## src/verilog/xdata_pkg.sv

```systemverilog
// Functional notes
// each move starts with a four-clock opcode fetch machine cycle
// the next machine cycle drives the data address and performs the access
// stretch_select is bits 2..0 of clock_control_reg, eight settings
// stretch 0..7 gives a move of stretch plus two machine cycles
// stretching lengthens only the move, as if the cpu state were held
// stretch resets to one; zero gives the fastest two-cycle move
// strobe width is 2 clocks at stretch 0, else four clocks per step
// wait input exists only as alternate use of port_four_bit_zero
// wait handling acts only while wait_enable, bit 7 of memory_map_control, is set
// with waits enabled the stretch still sets the minimum move length
// wait is sampled in the last third_state before the strobe release
// each recognised wait inserts one more machine cycle
// waits are unlimited; the move ends once wait is seen inactive
// the peripheral holds wait until ready, then releases it
// wait_enable only changes after the timed-access unlock sequence
// a machine cycle is four states, first to fourth, in order
// index access: low byte from index_register, high byte from port two latch
// data_pointer_select bit 0 picks the pointer; other bits read zero
// address and strobe stay steady while wait cycles are inserted
//
// Purpose: constants for the external data access sequencer
// Assumes: ahb-lite register access, 32-bit words
// Notes:   offsets are byte addresses
package xdata_pkg;
    localparam logic [7:0]  OFF_CLOCK_CONTROL   = 8'h00;
    localparam logic [7:0]  OFF_MEMORY_MAP      = 8'h04;
    localparam logic [7:0]  OFF_TIMED_ACCESS    = 8'h08;
    localparam logic [7:0]  OFF_POINTER_SELECT  = 8'h0c;
    localparam logic [7:0]  OFF_PRIMARY_PTR     = 8'h10;
    localparam logic [7:0]  OFF_SECONDARY_PTR   = 8'h14;
    localparam logic [7:0]  OFF_INDEX_REGISTER  = 8'h18;
    localparam logic [7:0]  OFF_PORT_TWO_LATCH  = 8'h1c;
    localparam logic [7:0]  OFF_WRITE_DATA      = 8'h20;
    localparam logic [7:0]  OFF_COMMAND         = 8'h24;
    localparam logic [7:0]  OFF_STATUS          = 8'h28;
    localparam int          WAIT_ENABLE_BIT     = 7;
    localparam int          CMD_STORE_BIT       = 0;
    localparam int          CMD_INDEX_BIT       = 1;
    localparam int          ST_BUSY_BIT         = 0;
    localparam int          ST_WINDOW_BIT       = 1;
    localparam int          ST_PHASE_LSB        = 4;
    localparam int          ST_RDATA_LSB        = 8;
    localparam logic [2:0]  STRETCH_RESET       = 3'h1;
    localparam logic [7:0]  TA_KEY_FIRST        = 8'haa;
    localparam logic [7:0]  TA_KEY_SECOND       = 8'h55;
    localparam logic [2:0]  TA_WINDOW_CYCLES    = 3'h4;
    localparam logic [1:0]  PHASE_FIRST         = 2'h0;
    localparam logic [1:0]  PHASE_SECOND        = 2'h1;
    localparam logic [1:0]  PHASE_THIRD         = 2'h2;
    localparam logic [1:0]  PHASE_FOURTH        = 2'h3;
    typedef enum logic [1:0] {
        CYC_IDLE   = 2'b00,
        CYC_FETCH  = 2'b01,
        CYC_ACCESS = 2'b10
    } cycle_e;
endpackage : xdata_pkg

```

## src/verilog/external_data_access_timing.sv

```systemverilog
// Purpose: sequences one external data move with stretch and wait states
// Assumes: single clock, synchronous reset, ahb-lite slave with zero wait
// Notes:   wait pin is active high and passes a three-stage filter
//
// Chosen here: the AHB-Lite register port and the register addresses.
`timescale 1ns/100ps
module external_data_access_timing #(
    parameter int HAS_WAIT_PIN = 1
) (
    input  wire logic          CLOCK,
    input  wire logic          RESET,
    input  wire logic          HSEL,
    input  wire logic [31:0]   HADDR,
    input  wire logic [1:0]    HTRANS,
    input  wire logic          HWRITE,
    input  wire logic [2:0]    HSIZE,
    input  wire logic [31:0]   HWDATA,
    input  wire logic          HREADY,
    output logic               HREADYOUT,
    output logic               HRESP,
    output logic [31:0]        HRDATA,
    input  wire logic          PORT_FOUR_BIT_ZERO,
    input  wire logic [7:0]    EXT_DATA_IN,
    output logic [7:0]         EXT_DATA_OUT,
    output logic               EXT_DATA_OE,
    output logic [15:0]        EXT_ADDR,
    output logic               READ_STROBE_N,
    output logic               STORE_STROBE_N,
    output logic               BUSY
);
    import xdata_pkg::*;

    // ------------------------------------------------------------
    // elaboration check
    // ------------------------------------------------------------
    if (HAS_WAIT_PIN != 0 && HAS_WAIT_PIN != 1) begin : g_bad_wait_pin
        $error("HAS_WAIT_PIN must be 0 or 1");
    end

    // ------------------------------------------------------------
    // state
    // ------------------------------------------------------------
    typedef struct packed {
        cycle_e      state;
        logic [1:0]  phase;
        logic [2:0]  cyc_left;
        logic [2:0]  acc_stretch;
        logic        wait_hold;
        logic        cmd_store;
        logic        cmd_index;
        logic [2:0]  stretch;
        logic        wait_en;
        logic        ta_armed;
        logic [2:0]  ta_count;
        logic        ta_open;
        logic        data_pointer_select;
        logic [15:0] ptr0;
        logic [15:0] ptr1;
        logic [7:0]  idx;
        logic [7:0]  p2;
        logic [7:0]  wdata;
        logic [7:0]  rdata;
        logic        dp_write;
        logic [7:0]  dp_addr;
        logic [31:0] hrdata;
        logic        s1;
        logic        s2;
        logic        s3;
        logic        wait_lvl;
        logic [15:0] ext_addr;
        logic [7:0]  dout;
        logic        oe;
        logic        rd_n;
        logic        wr_n;
        logic        busy;
    } state_s;

    state_s r;
    state_s next_r;

    // ------------------------------------------------------------
    // local signals
    // ------------------------------------------------------------
    logic        addr_phase;
    logic        wr_hit;
    logic        wait_now;
    logic        strobe_on;
    logic [2:0]  sample_cyc;
    logic [31:0] read_word;

    // ------------------------------------------------------------
    // register read mux
    // ------------------------------------------------------------
    always_comb begin
        read_word = 32'h0;
        unique case (HADDR[7:0])
            OFF_CLOCK_CONTROL:  read_word[2:0] = r.stretch;
            OFF_MEMORY_MAP:     read_word[WAIT_ENABLE_BIT] = r.wait_en;
            OFF_TIMED_ACCESS:   read_word[0] = r.ta_open;
            OFF_POINTER_SELECT: read_word[0] = r.data_pointer_select;
            OFF_PRIMARY_PTR:    read_word[15:0] = r.ptr0;
            OFF_SECONDARY_PTR:  read_word[15:0] = r.ptr1;
            OFF_INDEX_REGISTER: read_word[7:0] = r.idx;
            OFF_PORT_TWO_LATCH: read_word[7:0] = r.p2;
            OFF_WRITE_DATA:     read_word[7:0] = r.wdata;
            OFF_COMMAND:        read_word[CMD_INDEX_BIT:CMD_STORE_BIT] =
                                    {r.cmd_index, r.cmd_store};
            OFF_STATUS: begin
                read_word[ST_BUSY_BIT] = (r.state != CYC_IDLE);
                read_word[ST_WINDOW_BIT] = r.ta_open;
                read_word[ST_PHASE_LSB +: 2] = r.phase;
                read_word[ST_RDATA_LSB +: 8] = r.rdata;
            end
            default:            read_word = 32'h0;
        endcase
    end

    // ------------------------------------------------------------
    // next state
    // ------------------------------------------------------------
    always_comb begin
        next_r = r;
        addr_phase = HSEL && HREADY && HTRANS[1];
        wr_hit = r.dp_write;
        strobe_on = !r.rd_n || !r.wr_n;
        sample_cyc = (r.acc_stretch == 3'h0) ? 3'h0 : 3'h1;
        wait_now = (HAS_WAIT_PIN != 0) && r.wait_en && r.wait_lvl;

        // ------------------------------------------------------------
        // wait pin filter: first stage feeds only the second
        // ------------------------------------------------------------
        next_r.s1 = PORT_FOUR_BIT_ZERO;
        next_r.s2 = r.s1;
        next_r.s3 = r.s2;
        if (r.s2 == r.s3) begin
            next_r.wait_lvl = r.s3;
        end

        // ------------------------------------------------------------
        // bus slave: capture address phase, answer with zero wait
        // ------------------------------------------------------------
        next_r.dp_write = addr_phase && HWRITE;
        next_r.dp_addr = HADDR[7:0];
        if (addr_phase && !HWRITE) begin
            next_r.hrdata = read_word;
        end

        // ------------------------------------------------------------
        // timed access window
        // ------------------------------------------------------------
        if (r.ta_count != 3'h0) begin
            next_r.ta_count = r.ta_count - 3'h1;
        end else begin
            next_r.ta_armed = 1'b0;
            next_r.ta_open = 1'b0;
        end

        // ------------------------------------------------------------
        // register writes
        // ------------------------------------------------------------
        if (wr_hit) begin
            unique case (r.dp_addr)
                OFF_CLOCK_CONTROL:  next_r.stretch = HWDATA[2:0];
                OFF_MEMORY_MAP: begin
                    if (r.ta_open) begin
                        next_r.wait_en = HWDATA[WAIT_ENABLE_BIT];
                        next_r.ta_open = 1'b0;
                    end
                end
                OFF_TIMED_ACCESS: begin
                    if (HWDATA[7:0] == TA_KEY_FIRST) begin
                        next_r.ta_armed = 1'b1;
                        next_r.ta_open = 1'b0;
                        next_r.ta_count = TA_WINDOW_CYCLES;
                    end else if (HWDATA[7:0] == TA_KEY_SECOND && r.ta_armed) begin
                        next_r.ta_armed = 1'b0;
                        next_r.ta_open = 1'b1;
                        next_r.ta_count = TA_WINDOW_CYCLES;
                    end else begin
                        next_r.ta_armed = 1'b0;
                        next_r.ta_open = 1'b0;
                    end
                end
                OFF_POINTER_SELECT: next_r.data_pointer_select = HWDATA[0];
                OFF_PRIMARY_PTR:    next_r.ptr0 = HWDATA[15:0];
                OFF_SECONDARY_PTR:  next_r.ptr1 = HWDATA[15:0];
                OFF_INDEX_REGISTER: next_r.idx = HWDATA[7:0];
                OFF_PORT_TWO_LATCH: next_r.p2 = HWDATA[7:0];
                OFF_WRITE_DATA:     next_r.wdata = HWDATA[7:0];
                OFF_COMMAND: begin
                    if (r.state == CYC_IDLE) begin
                        next_r.cmd_store = HWDATA[CMD_STORE_BIT];
                        next_r.cmd_index = HWDATA[CMD_INDEX_BIT];
                        next_r.acc_stretch = r.stretch;
                        next_r.state = CYC_FETCH;
                        next_r.phase = PHASE_FIRST;
                    end
                end
                default: begin
                end
            endcase
        end

        // ------------------------------------------------------------
        // move sequencer
        // ------------------------------------------------------------
        unique case (r.state)
            CYC_IDLE: begin
            end
            CYC_FETCH: begin
                next_r.phase = r.phase + 2'h1;
                if (r.phase == PHASE_FOURTH) begin
                    next_r.state = CYC_ACCESS;
                    next_r.cyc_left = r.acc_stretch;
                    next_r.wait_hold = 1'b0;
                    next_r.ext_addr = r.cmd_index ? {r.p2, r.idx} :
                                      (r.data_pointer_select ? r.ptr1 : r.ptr0);
                    next_r.dout = r.wdata;
                    next_r.oe = r.cmd_store;
                end
            end
            CYC_ACCESS: begin
                next_r.phase = r.phase + 2'h1;
                // strobe start: second state at stretch 0, else third state
                if (r.acc_stretch == 3'h0 && r.phase == PHASE_FIRST
                    && r.cyc_left == 3'h0 && !strobe_on) begin
                    next_r.rd_n = r.cmd_store;
                    next_r.wr_n = !r.cmd_store;
                end else if (r.acc_stretch != 3'h0 && r.phase == PHASE_SECOND
                             && r.cyc_left == r.acc_stretch && !strobe_on) begin
                    next_r.rd_n = r.cmd_store;
                    next_r.wr_n = !r.cmd_store;
                end
                // third-state wait sample ahead of the strobe release
                if (r.phase == PHASE_THIRD && r.cyc_left == sample_cyc && strobe_on) begin
                    next_r.wait_hold = wait_now;
                end
                // strobe release: end of third state at stretch 0, else second
                if (r.cyc_left == 3'h0 && strobe_on
                    && ((r.acc_stretch == 3'h0 && r.phase == PHASE_THIRD && !wait_now)
                        || (r.acc_stretch != 3'h0 && r.phase == PHASE_SECOND))) begin
                    next_r.rd_n = 1'b1;
                    next_r.wr_n = 1'b1;
                    if (!r.cmd_store) begin
                        next_r.rdata = EXT_DATA_IN;
                    end
                end
                if (r.phase == PHASE_FOURTH) begin
                    if (r.wait_hold) begin
                        next_r.wait_hold = 1'b0;
                    end else if (r.cyc_left == 3'h0) begin
                        next_r.state = CYC_IDLE;
                        next_r.oe = 1'b0;
                    end else begin
                        next_r.cyc_left = r.cyc_left - 3'h1;
                    end
                end
            end
            default: begin
                next_r.state = CYC_IDLE;
            end
        endcase

        // registered busy flag, keeps BUSY off the state decode
        next_r.busy = (next_r.state != CYC_IDLE);

        // ------------------------------------------------------------
        // reset
        // ------------------------------------------------------------
        if (RESET) begin
            next_r = '0;
            next_r.stretch = STRETCH_RESET;
            next_r.rd_n = 1'b1;
            next_r.wr_n = 1'b1;
        end
    end

    // ------------------------------------------------------------
    // state register
    // ------------------------------------------------------------
    always_ff @(posedge CLOCK) begin
        r <= next_r;
    end

    // ------------------------------------------------------------
    // outputs
    // ------------------------------------------------------------
    assign HREADYOUT      = 1'b1;
    assign HRESP          = 1'b0;
    assign HRDATA         = r.hrdata;
    assign EXT_DATA_OUT   = r.dout;
    assign EXT_DATA_OE    = r.oe;
    assign EXT_ADDR       = r.ext_addr;
    assign READ_STROBE_N  = r.rd_n;
    assign STORE_STROBE_N = r.wr_n;
    assign BUSY           = r.busy;

endmodule : external_data_access_timing

```

## config.mk

```make
export PLATFORM = sky130hd
export DESIGN_NAME = external_data_access_timing
export DESIGN_NICKNAME = d
export VERILOG_FILES = /design/src/verilog/xdata_pkg.sv /design/src/verilog/external_data_access_timing.sv
export SDC_FILE = /design/constraint.sdc
export NUM_CORES = 1
export LEC_CHECK = 0
export BUFFER_PORTS_ARGS = -buffer_cell sky130_fd_sc_hd__buf_2
export CORE_MARGIN = 2
export CORE_UTILIZATION = 40
export DETAILED_ROUTE_END_ITERATION = 16
export GPL_TIMING_DRIVEN = 0
export MAX_ROUTING_LAYER = met4
export PLACE_DENSITY = 0.6
export SYNTH_ARGS = -nofsm -noshare
export SYNTH_HDL_FRONTEND = slang
export SYNTH_SLANG_ARGS = --single-unit
```

## constraint.sdc

```tcl
create_clock -name CLOCK -period 2.3 [get_ports CLOCK]
set_clock_uncertainty 0.1 [all_clocks]
set_input_delay 0.115 -clock CLOCK [delete_from_list [all_inputs] [get_ports CLOCK]]
set_output_delay 0.115 -clock CLOCK [all_outputs]
set_load 0.01 [all_outputs]
```

-- Word level (Yosys, flattened, before mapping)
Index checks and enable logic that the tools add are counted.
- add/subtract/negate cells: 3
- eq/ne operators: 34
- mux-type cells: 53
- bitwise gates (word level): 1
- reductions and logical operators: 57
- operators with widths (cell ; count):
    8-bit by 5-bit == test with 1-bit output, second input constant ; 8
    16-bit two-way mux ; 4
    62-bit two-way mux ; 1
    8-bit by 6-bit == test with 1-bit output, second input constant ; 5
    8-bit by 4-bit == test with 1-bit output, second input constant ; 4
    8-bit two-way mux ; 3
    8-bit case mux with 3 select lines ; 1
    2-bit AND reduction ; 10
    1-bit logical AND ; 18
    3-bit two-way mux ; 6
    3-bit nonzero test ; 6
    8-bit by 3-bit == test with 1-bit output, second input constant ; 2
    8-bit zero test ; 2
    4-bit two-way mux ; 4
    1-bit two-way mux ; 14
    2-bit two-way mux ; 7
    1-bit case mux with 6 select lines ; 2
    2-bit case mux with 6 select lines ; 1
    3-bit AND reduction ; 4
    2-bit != test, second input constant ; 5
    1-bit case mux with 10 select lines ; 1
    1-bit case mux with 5 select lines ; 2
    5-bit case mux with 2 select lines ; 1
    5-bit AND reduction ; 2
    other kinds (19) ; 35
- bits in registers: 144
- word-level logic and storage cells: 180

-- Depth between registers and ports, before layout
- depth after elaboration: 9
- gate-level depth with buffers: 8
- depth with buffers taken out: 7

-- Worst setup path after synthesis
No wires, ideal clock.
- kind: reg-to-reg
- start: reg r[153] in the netlist's numbering
- end: reg r[153] in the netlist's numbering
- library setup time: 70 ps
- arrival: 1870 ps
- data required time: 2130 ps
- path slack: 260 ps
- stages on the path, launching flop included: 8
- clock period less this slack: 2040 ps
- cells stage by stage: dfxtp_1 inv_1 ha_1 ha_1 nor3b_1 o21ai_0 or3b_2 a21oi_1
- longest elaborated chain between the ends: 5
- elaborated cells on any way between the ends: 8
- RTL lines (item ; line ; RTL):
    from (decl) ; external_data_access_timing.sv:78 ; state_s r;
    from (signal assigned) ; external_data_access_timing.sv:282 ; r <= next_r;
    3-bit by 1-bit subtractor with 3-bit output ; external_data_access_timing.sv:255 ; next_r.cyc_left = r.cyc_left - 3'h1;
    3-bit two-way mux ; external_data_access_timing.sv:251 ; end else if (r.cyc_left == 3'h0) begin
    3-bit two-way mux ; external_data_access_timing.sv:249 ; if (r.wait_hold) begin
    3-bit two-way mux ; external_data_access_timing.sv:248 ; if (r.phase == PHASE_FOURTH) begin
    5-bit case mux with 2 select lines ; external_data_access_timing.sv:207 ; unique case (r.state)
Parallel ways exist; a longest one is shown, timed or not. The select of a mux whose other input is x is not followed.
A chain may end at the register's enable or synchronous reset.

-- Worst setup path in the final report
Ends and elaborated chain as after synthesis.

==> summary.txt <==
Setup path
  – Reg2Reg Depth: 7
  – Worst path slowest cell: or3b_2
  – Crit path max fanout: 7
  – Cell mode on critical path: ha_1
  – CP required: 2550 ps
  – Worst path max stage delay: 460 ps
  – WS Path Type: reg2reg
  – Crit-path cells: inv_1 > ha_1 > ha_1 > nor3b_2 > o21ai_1 > or3b_2 > a21oi_1
  – CP Data Arrival Time: 2400 ps
  – CP Launch Type: flop
  – Register-to-Register Setup Slack: approximately 150 ps
  – Crit end category: flop

Synth
  – Synth Warn #: 0
  – Synth Instances: around 840
  – Number of flops mapped to enable cells by yosys: 0
  – Sequential cell area fraction in the yosys report: 0.395
  – Top-count cell post-synth: dfxtp_1
  – Ys async rst share: 0
  – Synth Cell Area: between 7000 and 8000 µm²
  – Primary FF master, synth: dfxtp_1
  – Top cells by area, synth: dfxtp_1 39%, mux2i_1 15%, buf_4 6.2%
  – Synth cell count leaders: 144 x dfxtp_1, 108 x mux2i_1, 105 x nand2_1, 82 x nor2_1, 60 x buf_4
  – Post-synth top area cell: dfxtp_1
  – Area share of the largest cell type after synthesis: 0.395
  – Mean Syn Cell Area: roughly 8.7 µm²
  – Cell variety after synth: 70
  – Synthesized flop and latch total: between 100 and 150

Global route
  – Remaining Overflow, GRT: 0
  – First-pass GRT wire length: ~33 mm
  – Vias in the first global route: between 6000 and 7000
  – Initial antenna violation count: 1
  – GRT Util Overall: 0.224
  – Pin count of the biggest net entering global routing: 17

Cells and area
  – NumNets Final: 1079
  – Final Instance Area: around 9000 µm²
  – Ratio of cells with drive above 1 in the final layout: 0.215
  – Layout area overhead: 23.1%

Detailed routing
  – DRT antenna net count: 0
  – Drt drc: 0
  – Vias per cell: around 5.1
  – Pre-Repair DR Iteration Count: 6
  – Post-Route WL: between 20 and 25 mm
  – Vias: ~6300
  – Wire per inst: roughly 17 µm
  – DR iter-0 viols: a little under 400

Clock network
  – Clock Path Buffers: 2
  – CTS root buf: clkbuf_16
  – Worst-skew pair later-pin latency: roughly 420 ps
  – CTS clk-pin slew, worst paths: 60 ps
  – H-tree Lvls: 4
  – CTS Buf Count: 17
  – CTS tree: built
  – TritonCTS Sinks: 144

Timing
  – Hold Vio Cnt, Final: 0
  – Max Fclk: around 460 MHz
  – Pins Over Slew Limit: 0
  – PnR worst setup slack: around 150 ps
  – Final Cycle Share: 0.935
  – Final setup fails: 0
  – Slew margin rel.: 0.411
  – Tmin final: about 2200 ps
  – Worst slew pin tran: 883 ps
  – Setup_tns: 0 ps
  – Worst hold slack: roughly 110 ps

Floorplan
  – Die Area: approximately 19000 µm²
  – Area of the core: 18000 µm²
  – Initial core utilization: 0.407
  – Core Rows: 49
  – I/O Pins: about 150
  – Die Y: about 140 µm
  – Chip width: 139 µm

Worst hold path
  – Hold Crit Depth: 3
  – HP Class: in2reg

Place
  – Setup Slack @ Placement: -19.5 ps
  – IO Port Bufs: 79
  – Detailed placement HPWL: between 15 and 20 mm
  – RD Place Congestion: 0.905
  – Dpl cell area: around 8000 µm²

Power and ir drop
  – VDD IR max: 0.513 mV
  – Cell Pwr Density: between 600 and 700 nW/µm²
  – Total power: 5830 µW
  – Leakage: 0.00391 µW

Job
  – Maxcap violations: 0

Outcome
  – Status: completed
metal layers:
metal  share of wire  track usage  vias up  wire length (µm)
met2            0.47        0.355      168              9750
met4           0.031       0.0888        0               639
met3           0.045       0.0466       38               932
li1                -            -     3128                 -
met5               0            -        -                 0
met1            0.46        0.280     2920              9480
where the power goes:
part	total (µW)	internal, µW	switching [µW]
Combinational	410	169	241
Sequential	2540	2520	19.2
Clock	2880	1760	1120
metrics by stage:
stage,instances,utilization
2_1_floorplan,854,-
3_3_place_gp,1162,0.448
3_5_place_dp,1162,0.448
4_1_cts,1224,0.499
5_1_grt,1226,0.501
6_report,1226,0.501
registers in the layout, summed over array words and instances, names as in the netlist:
register / cells
STORE_STROBE_N: 1
READ_STROBE_N: 1
BUSY: 1
wr_hit: 1
EXT_DATA_OUT: 8
HRDATA: 16
EXT_ADDR: 16
r: 99
EXT_DATA_OE: 1
final cells by class:
type | count | area, µm²
multi-input cells | 575 | 3750
flip-flops and latches | 144 | 2880
clock inverters | 13 | 161
well taps | 229 | 287
clock buffers | 19 | 453
diodes | 1 | 2.50
inverters | 24 | 90.1
plain buffers | 111 | 668
repair buffers | 110 | 703
fillers | 1777 | 8970
critical path: cells and delay by family (launching register included):
kind | cells | cell delay, ps
simple gates | 2 | 720
fa+ha+maj | 2 | 490
flops | 1 | 410
compound gates | 2 | 260
buf+inv | 1 | 100
worst paths after layout:
kind                                 from  endpoint
worst min register to register      r[31]     r[30]
worst max-delay path               r[153]    r[153]
worst min-delay path            HWDATA[1]    r[106]
worst max register to register     r[153]    r[153]
cell usage in the layout (no fill, tap or decap), types with 17 or more instances in the layout:
cell           count
clkbuf_1          30
dfxtp_1          144
mux2i_1          108
a21oi_1           46
nand2_1          105
conb_1            18
o21ai_0           31
inv_1             23
dlygate4sd3_1     30
nor2_1            82
buf_4             61
clkbuf_16         17
nor3_1            23
buf_2             91
kinds of logic after synthesis:
group	after synthesis	share of synthesized area
XOR/XNOR	3	0.00360
other	2	0.00103
adder cells (fa/ha/maj)	13	0.0223
multiplexers	119	0.170
AND/OR/NAND/NOR	296	0.200
buffers and inverters	135	0.103
flip-flops	144	0.395
AO/OA/AOI/OAI	126	0.106
repair_timing:
action,CTS,global route
setup buffers,0,1
gates resized for setup,1,9
endpoints found under the setup margin,1,30
hold buffers,30,0
hold endpoints to repair,57,0
pin swaps,0,1
gates cloned,0,0
(Power assumes the default switching activity.)
